<file path="config.mk">
export PLATFORM = sky130hd
export DESIGN_NAME = stm_regif
export DESIGN_NICKNAME = d
export VERILOG_FILES = /design/src/hw/stm_regif.v
export VERILOG_INCLUDE_DIRS = /design/src /design/src/inc
export SDC_FILE = /design/constraint.sdc
export NUM_CORES = 1
export LEC_CHECK = 0
export ABC_AREA = 0
export BUFFER_PORTS_ARGS = -buffer_cell sky130_fd_sc_hd__buf_2
export CORE_MARGIN = 10
export CORE_UTILIZATION = 50
export CTS_BUF_LIST = sky130_fd_sc_hd__clkbuf_8
export CTS_CLUSTER_SIZE = 8
export DETAILED_ROUTE_END_ITERATION = 8
export HOLD_SLACK_MARGIN = 0.08
export PLACE_DENSITY = 0.67
export SETUP_SLACK_MARGIN = 0.05
export SLEW_MARGIN = 25
export SYNTH_ARGS = -nofsm -noshare
export SYNTH_HDL_FRONTEND = slang
export SYNTH_SLANG_ARGS = --single-unit
</file>
<file path="constraint.sdc">
create_clock -name ref_clk -period 6.89 [get_ports ref_clk]
set_clock_uncertainty 0.1 [all_clocks]
set_input_delay 0.3445 -clock ref_clk [delete_from_list [all_inputs] [get_ports ref_clk]]
set_output_delay 0.3445 -clock ref_clk [all_outputs]
set_load 0.05 [all_outputs]
</file>
<file path="src/inc/stm_defs.vh">
/*
 Constants for the serial register interface of the two-channel thermal monitor:
 pointer values, reset values, strap codes and timing counts.
 Assumes a 50 MHz core clock and an including file that uses these macros only.
*/
// Overview of operation
// - Low three rate bits divide the conversion clock by 1 to 128, code 7 fastest.
// - Rate codes 0 to 7 give 0.0625 to 8 conversions per second.
// - Conversion rate register is writable and reads back its stored value.
// - High alarm on measurement strictly above limit, low alarm strictly below.
// - Negative limit values are accepted and honoured.
// - One-shot write in standby runs one conversion, then standby resumes.
// - The one-shot write itself triggers; its data byte is discarded.
// - Two three-level straps select one of nine 7-bit slave addresses.
// - Straps are latched once after reset and ignored afterwards.
// - First byte is 7-bit address MSB first plus direction bit.
// - Matching slave pulls data low for the ninth clock; others stay idle.
// - Direction 0 is master write, 1 is master read.
// - Bytes are nine clocks; data rising while clock high means stop.
// - One operation is all read or all write.
// - Writes carry one or two bytes; reads return one data byte. The code sends the same byte again each time the master acknowledges.
// - First written byte always loads the register pointer.
// - Second written byte is stored in the register the pointer selects.
// - Reads return the register at the current pointer, no pointer write needed.
// - Read and write pointer values differ per register.
// - One-shot sits at write pointer 0x0F and is not readable.
// - One-shot works with software standby and standby pin high; pin low blocks all.
// - Limit violations set the matching status flags.
`ifndef STM_DEFS_VH
`define STM_DEFS_VH
`define STM_RD_LOCAL 8'h00
`define STM_RD_REMOTE 8'h01
`define STM_RD_STATUS 8'h02
`define STM_RD_CONFIG 8'h03
`define STM_RD_RATE 8'h04
`define STM_RD_LHI 8'h05
`define STM_RD_LLO 8'h06
`define STM_RD_RHI 8'h07
`define STM_RD_RLO 8'h08
`define STM_WR_CONFIG 8'h09
`define STM_WR_RATE 8'h0A
`define STM_WR_LHI 8'h0B
`define STM_WR_LLO 8'h0C
`define STM_WR_RHI 8'h0D
`define STM_WR_RLO 8'h0E
`define STM_WR_ONESHOT 8'h0F
`define STM_RST_CONFIG 8'h00
`define STM_RST_RATE 8'h02
`define STM_RST_HI 8'h7F
`define STM_RST_LO 8'hC9
`define STM_RST_TEMP 8'h80
`define STM_CFG_STANDBY 6
`define STM_RATE_MSB 2
`define STM_RATE_FAST 3'h7
`define STM_ST_BUSY 7
`define STM_ST_LHI 6
`define STM_ST_LLO 5
`define STM_ST_RHI 4
`define STM_ST_RLO 3
`define STM_STRAP_LOW 2'h0
`define STM_STRAP_OPEN 2'h1
`define STM_STRAP_HIGH 2'h2
`define STM_STRAP_SETTLE 3'h4
`define STM_CLK_KHZ 50000
`define STM_FAST_MS 125
`define STM_FAST_CYCLES (`STM_FAST_MS * `STM_CLK_KHZ)
`endif
</file>
<file path="src/hw/stm_regif.v">
/*
 Serial bus slave and register file of the two-channel thermal monitor:
 bus decoding, pointer register, rate, configuration, limits, one-shot,
 conversion scheduling and limit flags.
 Assumes an open-drain data pin resolved outside, a bus clock from the master,
 and an analog front end that answers each conv_start with one meas_valid.
*/
`timescale 1ns/100ps
`include "stm_defs.vh"

module stm_regif #(
    parameter [31:0] FAST_PERIOD_CYCLES = `STM_FAST_CYCLES
) (
    // Clock and reset
    input wire ref_clk,
    input wire resetn,
    // Serial bus pins
    input wire serial_clock_line,
    input wire serial_data_line_i,
    output reg serial_data_line_o,
    output reg serial_data_line_oe,
    // Straps: 0 low, 1 open, 2 high; then the active-low standby pin
    input wire [1:0] addr_strap_a,
    input wire [1:0] addr_strap_b,
    input wire hw_standby_n,
    // Measurement front end
    output reg conv_start,
    input wire meas_valid,
    input wire [7:0] local_temp,
    input wire [7:0] remote_temp,
    // Status to the outside
    output reg conv_busy,
    output reg [3:0] limit_flags
);

    localparam [6:0] S_IDLE = 7'h01;
    localparam [6:0] S_RECV = 7'h02;
    localparam [6:0] S_ACK = 7'h04;
    localparam [6:0] S_SEND = 7'h08;
    localparam [6:0] S_MACK = 7'h10;
    localparam [6:0] S_WAIT = 7'h20;
    localparam [6:0] S_ACKEND = 7'h40;

    function [6:0] strap_addr;
        input [1:0] a;
        input [1:0] b;
        reg [6:0] base;
        begin
            case (a)
                `STM_STRAP_LOW: base = 7'h18;
                `STM_STRAP_OPEN: base = 7'h29;
                default: base = 7'h4C;
            endcase
            case (b)
                `STM_STRAP_LOW: strap_addr = base;
                `STM_STRAP_OPEN: strap_addr = base + 7'h01;
                default: strap_addr = base + 7'h02;
            endcase
        end
    endfunction

    // Three-stage samplers on pins
    reg [2:0] scl_s, sda_s, sb_s;
    reg [1:0] sa1, sa2, sb1, sb2, sa3, sb3;
    reg scl_f, sda_f, scl_d, sda_d, sb_f;
    reg [2:0] strap_cnt;
    reg strap_done;
    reg [6:0] own_addr;

    // Protocol state
    reg [6:0] state;
    reg [7:0] shreg;
    reg [3:0] bitcnt;
    reg first_byte, addr_phase, is_read, matched;
    reg [1:0] wr_count;

    // Registers
    reg [7:0] pointer, cfg, rate, lhi, llo, rhi, rlo;
    reg [7:0] local_val, remote_val;
    reg [3:0] flags;
    reg oneshot_req, oneshot_run;
    reg [31:0] conv_cnt;
    reg clr_flags;

    wire scl_rise = scl_f & ~scl_d;
    wire scl_fall = ~scl_f & scl_d;
    wire start_c = scl_f & scl_d & sda_d & ~sda_f;
    wire stop_c = scl_f & scl_d & ~sda_d & sda_f;
    wire sw_standby = cfg[`STM_CFG_STANDBY];
    wire running = ~sw_standby & sb_f;

    always @(posedge ref_clk) begin
        scl_s <= {scl_s[1:0], serial_clock_line};
        sda_s <= {sda_s[1:0], serial_data_line_i};
        sb_s <= {sb_s[1:0], hw_standby_n};
        sa1 <= addr_strap_a;
        sa2 <= sa1;
        sa3 <= sa2;
        sb1 <= addr_strap_b;
        sb2 <= sb1;
        sb3 <= sb2;
        if (!resetn) begin
            scl_f <= 1'b1;
            sda_f <= 1'b1;
            scl_d <= 1'b1;
            sda_d <= 1'b1;
            sb_f <= 1'b1;
        end else begin
            if (scl_s[1] == scl_s[2])
                scl_f <= scl_s[2];
            if (sda_s[1] == sda_s[2])
                sda_f <= sda_s[2];
            if (sb_s[1] == sb_s[2])
                sb_f <= sb_s[2];
            scl_d <= scl_f;
            sda_d <= sda_f;
        end
    end

    // Strap capture once after reset; later pin changes are ignored
    always @(posedge ref_clk) begin
        if (!resetn) begin
            strap_cnt <= 3'h0;
            strap_done <= 1'b0;
            own_addr <= 7'h00;
        end else if (!strap_done) begin
            if (sa2 == sa3 && sb2 == sb3)
                strap_cnt <= strap_cnt + 3'h1;
            else
                strap_cnt <= 3'h0;
            if (strap_cnt == `STM_STRAP_SETTLE) begin
                strap_done <= 1'b1;
                own_addr <= strap_addr(sa3, sb3);
            end
        end
    end

    // Read data at the pointer; write-only pointers read as zero
    reg [7:0] rd_data;
    always @* begin
        case (pointer)
            `STM_RD_LOCAL: rd_data = local_val;
            `STM_RD_REMOTE: rd_data = remote_val;
            `STM_RD_STATUS: rd_data = {conv_busy, flags, 3'h0};
            `STM_RD_CONFIG: rd_data = cfg;
            `STM_RD_RATE: rd_data = rate;
            `STM_RD_LHI: rd_data = lhi;
            `STM_RD_LLO: rd_data = llo;
            `STM_RD_RHI: rd_data = rhi;
            `STM_RD_RLO: rd_data = rlo;
            default: rd_data = 8'h00;
        endcase
    end

    // Bus protocol engine
    always @(posedge ref_clk) begin
        oneshot_req <= 1'b0;
        clr_flags <= 1'b0;
        if (!resetn || !strap_done) begin
            state <= S_IDLE;
            shreg <= 8'h00;
            bitcnt <= 4'h0;
            addr_phase <= 1'b0;
            is_read <= 1'b0;
            matched <= 1'b0;
            wr_count <= 2'h0;
            serial_data_line_o <= 1'b0;
            serial_data_line_oe <= 1'b0;
            pointer <= 8'h00;
            cfg <= `STM_RST_CONFIG;
            rate <= `STM_RST_RATE;
            lhi <= `STM_RST_HI;
            llo <= `STM_RST_LO;
            rhi <= `STM_RST_HI;
            rlo <= `STM_RST_LO;
            first_byte <= 1'b0;
        end else if (start_c) begin
            // Repeated start also lands here, so direction is fixed per operation
            state <= S_RECV;
            bitcnt <= 4'h0;
            addr_phase <= 1'b1;
            wr_count <= 2'h0;
            serial_data_line_oe <= 1'b0;
        end else if (stop_c) begin
            state <= S_IDLE;
            serial_data_line_oe <= 1'b0;
        end else begin
            case (state)
                S_IDLE: begin
                    serial_data_line_oe <= 1'b0;
                end
                S_RECV: begin
                    if (scl_rise) begin
                        shreg <= {shreg[6:0], sda_f};
                        bitcnt <= bitcnt + 4'h1;
                    end else if (scl_fall && bitcnt == 4'h8) begin
                        bitcnt <= 4'h0;
                        if (addr_phase) begin
                            addr_phase <= 1'b0;
                            if (shreg[7:1] == own_addr) begin
                                matched <= 1'b1;
                                is_read <= shreg[0];
                                serial_data_line_oe <= 1'b1;
                                state <= S_ACK;
                            end else begin
                                matched <= 1'b0;
                                state <= S_WAIT;
                            end
                        end else begin
                            serial_data_line_oe <= 1'b1;
                            state <= S_ACK;
                            if (wr_count == 2'h0) begin
                                pointer <= shreg;
                                wr_count <= 2'h1;
                            end else if (wr_count == 2'h1) begin
                                wr_count <= 2'h2;
                                case (pointer)
                                    `STM_WR_CONFIG: cfg <= shreg;
                                    `STM_WR_RATE: rate <= shreg;
                                    `STM_WR_LHI: lhi <= shreg;
                                    `STM_WR_LLO: llo <= shreg;
                                    `STM_WR_RHI: rhi <= shreg;
                                    `STM_WR_RLO: rlo <= shreg;
                                    // Data is dropped; the write alone fires it
                                    `STM_WR_ONESHOT: oneshot_req <= 1'b1;
                                    default: ;
                                endcase
                            end
                        end
                    end
                end
                S_ACK: begin
                    // Acknowledge held through the ninth clock high phase
                    if (scl_fall) begin
                        if (is_read) begin
                            shreg <= {rd_data[6:0], 1'b0};
                            serial_data_line_oe <= ~rd_data[7];
                            bitcnt <= 4'h1;
                            if (pointer == `STM_RD_STATUS)
                                clr_flags <= 1'b1;
                            state <= S_SEND;
                        end else begin
                            serial_data_line_oe <= 1'b0;
                            state <= S_RECV;
                        end
                    end
                end
                S_SEND: begin
                    if (scl_fall) begin
                        if (bitcnt == 4'h8) begin
                            serial_data_line_oe <= 1'b0;
                            state <= S_MACK;
                        end else begin
                            serial_data_line_oe <= ~shreg[7];
                            shreg <= {shreg[6:0], 1'b0};
                            bitcnt <= bitcnt + 4'h1;
                        end
                    end
                end
                S_MACK: begin
                    // No-acknowledge ends the read; acknowledge repeats the byte
                    if (scl_rise)
                        state <= sda_f ? S_WAIT : S_ACKEND;
                end
                S_ACKEND: begin
                    if (scl_fall) begin
                        shreg <= {rd_data[6:0], 1'b0};
                        serial_data_line_oe <= ~rd_data[7];
                        bitcnt <= 4'h1;
                        state <= S_SEND;
                    end
                end
                S_WAIT: begin
                    serial_data_line_oe <= 1'b0;
                end
                default: begin
                    state <= S_IDLE;
                    serial_data_line_oe <= 1'b0;
                end
            endcase
        end
    end

    // Conversion scheduling and limit flags
    always @(posedge ref_clk) begin
        conv_start <= 1'b0;
        if (!resetn) begin
            conv_cnt <= 32'h0000_0000;
            conv_busy <= 1'b0;
            oneshot_run <= 1'b0;
            local_val <= `STM_RST_TEMP;
            remote_val <= `STM_RST_TEMP;
            flags <= 4'h0;
            limit_flags <= 4'h0;
        end else begin
            if (!sb_f) begin
                // Pin low blocks all conversion and aborts one in flight
                conv_busy <= 1'b0;
                oneshot_run <= 1'b0;
                conv_cnt <= 32'h0000_0000;
            end else if (oneshot_req && sw_standby && !conv_busy) begin
                conv_start <= 1'b1;
                conv_busy <= 1'b1;
                oneshot_run <= 1'b1;
            end else if (conv_busy) begin
                if (!running && !oneshot_run)
                    conv_busy <= 1'b0;
                else if (meas_valid) begin
                    conv_busy <= 1'b0;
                    oneshot_run <= 1'b0;
                    local_val <= local_temp;
                    remote_val <= remote_temp;
                end
            end else if (running) begin
                if (conv_cnt == 32'h0000_0000) begin
                    // Slow codes stretch the fast period by a power of two
                    conv_cnt <= (FAST_PERIOD_CYCLES << (`STM_RATE_FAST
                        - rate[`STM_RATE_MSB:0])) - 32'h0000_0001;
                    conv_start <= 1'b1;
                    conv_busy <= 1'b1;
                end else
                    conv_cnt <= conv_cnt - 32'h0000_0001;
            end
            // New trips win over a clear in the same cycle
            flags <= (flags & {4{~clr_flags}}) | ({4{conv_busy & meas_valid & sb_f}} & {
                $signed(local_temp) > $signed(lhi),
                $signed(local_temp) < $signed(llo),
                $signed(remote_temp) > $signed(rhi),
                $signed(remote_temp) < $signed(rlo)});
            limit_flags <= flags;
        end
    end

endmodule

</file>
==> results_dict.tcl <==
set metrics [dict create \
    status "finished clean" \
    p_sw_uw 1080 \
    worst_setup_path_end_kind "register" \
    final_antenna_net_count 0 \
    cp_data_arrival_time_ps 3700 \
    wl_met1_um 10300 \
    ioPinCount 34 \
    clkSlewWorstSetupHoldPaths_ps 100 \
    area_growth_pct 10.58 \
    grt_pass1_vias 7458 \
    initial_core_util 0.5084 \
    fmax_mhz 290.7 \
    nets 1145 \
    fp.dieArea_um2 23220 \
    yosysUniqueCellTypes 73 \
    rows 48 \
    grt_first_pass_wirelength_um 38550 \
    cts.sink_count 177 \
    wl_per_cell_um 17.91 \
    yosys_warnings 0 \
    die_x_um 152.4 \
    fill_cells 1600 \
    yosysSeqAreaShare 0.4043 \
    ir_drop_uv 183.1 \
    dp_cells 1267 \
    path_class "reg2reg" \
    insertion_delay_ps 480 \
    netSwitchingFraction 0.3802 \
    avgViaCountPerCell 5.959 \
    post_cts_buffers 0 \
    cts_buffers 17 \
    cts_hold_buf 23 \
    cts_root_buffer "clkbuf_8" \
    io_buffers 32 \
    synth_top_area_frac 0.4043 \
    drt_iter0_markers 847 \
    cp_max_fo 11 \
    final_cell_area_um2 9691 \
    cp-start-kind "register" \
    final-max-slew-violation-count 0 \
    antenna_found_initial 0 \
    die_h_um 152.4 \
    internal-power_uw 1761 \
    pwr-share-comb 0.313 \
    yosys_register_bits 177 \
    drive_gt1_frac 0.08569 \
    cts-resized-gates 0 \
    hold_violations 0 \
    gp_congestion 0.9126 \
    grt_overflow 0 \
    worst_slew_pin_slew_ps 1132 \
    maxCapViolations 0 \
    met2RoutedLength_um 11120 \
    netlist.top_cell.by_area "dfxtp_1" \
    synth_fp_nets 1124 \
    drt_first_pass_iters 8 \
    p_seq_frac 0.423 \
    grt_max_degree 43 \
    synth-edff-count 0 \
    post-route-period-util 0.4993 \
    synth_flop_cell "dfxtp_1" \
    setup_viol 0 \
    top_register "conv_cnt" \
    pwr-share-clk 0.263 \
    p_leak_uw 0.003494 \
    slew_headroom 0.2438 \
    syn_area_um2 8763 \
    diodes 0 \
    max-clock-path-buffers 2 \
    placed_cell_area_um2 9035 \
    powerDensity_nw_per_um2 293.1 \
    postSynthAreaPerCell_um2 8.244 \
    coreArea_um2 17240 \
    period_minus_slack_ps 3440 \
    htree_levels 4 \
    num_vias 7878 \
    largest_reg_flops 32 \
    rsz0062_at_grt "false" \
    cp_data_required_time_ps 7150 \
    grt_util_all_layers 0.1973 \
    hold_path_class "in2reg" \
    cts_tree "built" \
    fin_cells 1322 \
    final.setup.tns_ps 0 \
    routed-wl-met3_um 1583 \
    dpl.hpwl_um 16510 \
    drt-total-wl_um 23680 \
    netlist_top_cells_area "dfxtp_1 40%, nand2_1 5.6%, ha_1 5.0%, a21oi_1 4.5%, nor2_1 4.2%" \
    async_flop_share 0 \
    synthCells 1063 \
    highest_layer "met4" \
    drc_errors 0 \
]
==> cell usage in the layout (no fill, tap or decap), types with 10 or more instances in the layout <==
master,instances
dfxtp_1,177
nand2_1,130
nor2_1,98
a21oi_1,78
o21ai_0,52
inv_1,48
ha_1,35
nor3_1,33
buf_2,32
mux2i_1,27
o211ai_1,26
dlygate4sd3_1,23
or3_1,19
nand3_1,19
a222oi_1,19
a21boi_0,19
xnor2_1,18
clkbuf_8,18
a211oi_1,17
nor2b_1,17
nor4_1,16
nand2b_1,15
and2_1,10
buf_4,10
==> critical path: stages, from the launching register on <==
cell	delay, ps
dfxtp_1	420
or4b_1	610
or3_1	540
nor2_1	230
nand4_1	310
nor2_1	790
mux2i_1	270
nor2_1	50
==> kinds of logic after synthesis <==
family / after synthesis / synth area share
muxes: 27 / 0.03084
xor gates and xnor gates: 24 / 0.02399
adders and majority gates: 35 / 0.04997
DFF: 177 / 0.4043
and+or+nand+nor: 406 / 0.2254
other: 1 / 0.0004279
AOI/OAI and AO/OA: 282 / 0.2150
buffers and inverters: 111 / 0.04997
==> stage by stage <==
| stage | utilization | hold WS (ps) | setup slack (ps) | total power (µW) |
|---|---|---|---|---|
| after floorplan | - | 209.6 | 4045 | 1896 |
| after global placement | 0.5241 | 209.6 | 3592 | 2081 |
| after detailed placement | 0.5242 | 212.1 | 3545 | 2089 |
| after CTS | 0.5619 | 205.5 | 3505 | 2841 |
| after global routing | 0.5622 | 212.5 | 3181 | 3012 |
| final | 0.5622 | 222.6 | 3450 | 2841 |
==> metal layers <==
layer / track usage / vias up
met4: 0.07428 / 0
met3: 0.04629 / 56
met1: 0.2433 / 3679
li1: - / 3863
met2: 0.3263 / 280
met5: 0 / -
==> synthesized netlist by cell type (2+ instances only) <==
library cell and instances:
dfxtp_1 177, nand2_1 130, nor2_1 98, a21oi_1 78, clkbuf_1 52, o21ai_0 52
inv_1 48, ha_1 35, nor3_1 34, mux2i_1 27, o211ai_1 26, a21boi_0 19
a222oi_1 19, nand3_1 19, or3_1 19, a211oi_1 18, xnor2_1 18, nor2b_1 17
nor4_1 17, nand2b_1 15, and2_1 11, a31oi_1 9, nand4_1 9, o21a_1 9
buf_2 8, a22oi_1 6, or2_2 6, xor2_1 6, a211o_1 5, a311oi_1 5
nand3b_1 5, nor3b_1 5, o22ai_1 5, a2111oi_0 3, a221o_1 3, nand4b_1 3
o31ai_1 3, or4_1 3, a2111oi_2 2, a221oi_1 2, and3b_1 2, and4_1 2
o21bai_1 2, o41ai_1 2
==> layout make-up <==
type	instances	area [µm²]	area share
Timing Repair Buffer	65	465.4	0.04803
Inverter	48	180.2	0.01859
Clock inverter	14	172.7	0.01782
Multi-Input combinational cell	775	4800	0.4953
Sequential cell	177	3543	0.3657
Clock buffer	18	247.7	0.02556
Tap cell	225	281.5	0.02905
==> worst paths after layout <==
kind	from	to	slack, ps	depth (start not counted)
setup / recovery	state[2]	rlo[4]	3450	7
hold / removal	meas_valid	conv_busy	220	3
setup reg to reg	state[2]	rlo[4]	3450	7
hold reg to reg	sa1[0]	sa2[0]	240	0
==> power by group through the flow <==
| stage | clock network (µW) | logic [µW] | registers, µW |
|---|---|---|---|
| global placement | 0 | 858 | 1220 |
| floorplan | 0 | 688 | 1210 |
| CTS | 761 | 879 | 1200 |
| finish | 748 | 889 | 1200 |
| global route | 802 | 993 | 1220 |
| detailed placement | 0 | 865 | 1220 |
Note: power is estimated with default switching activity, not from simulation.
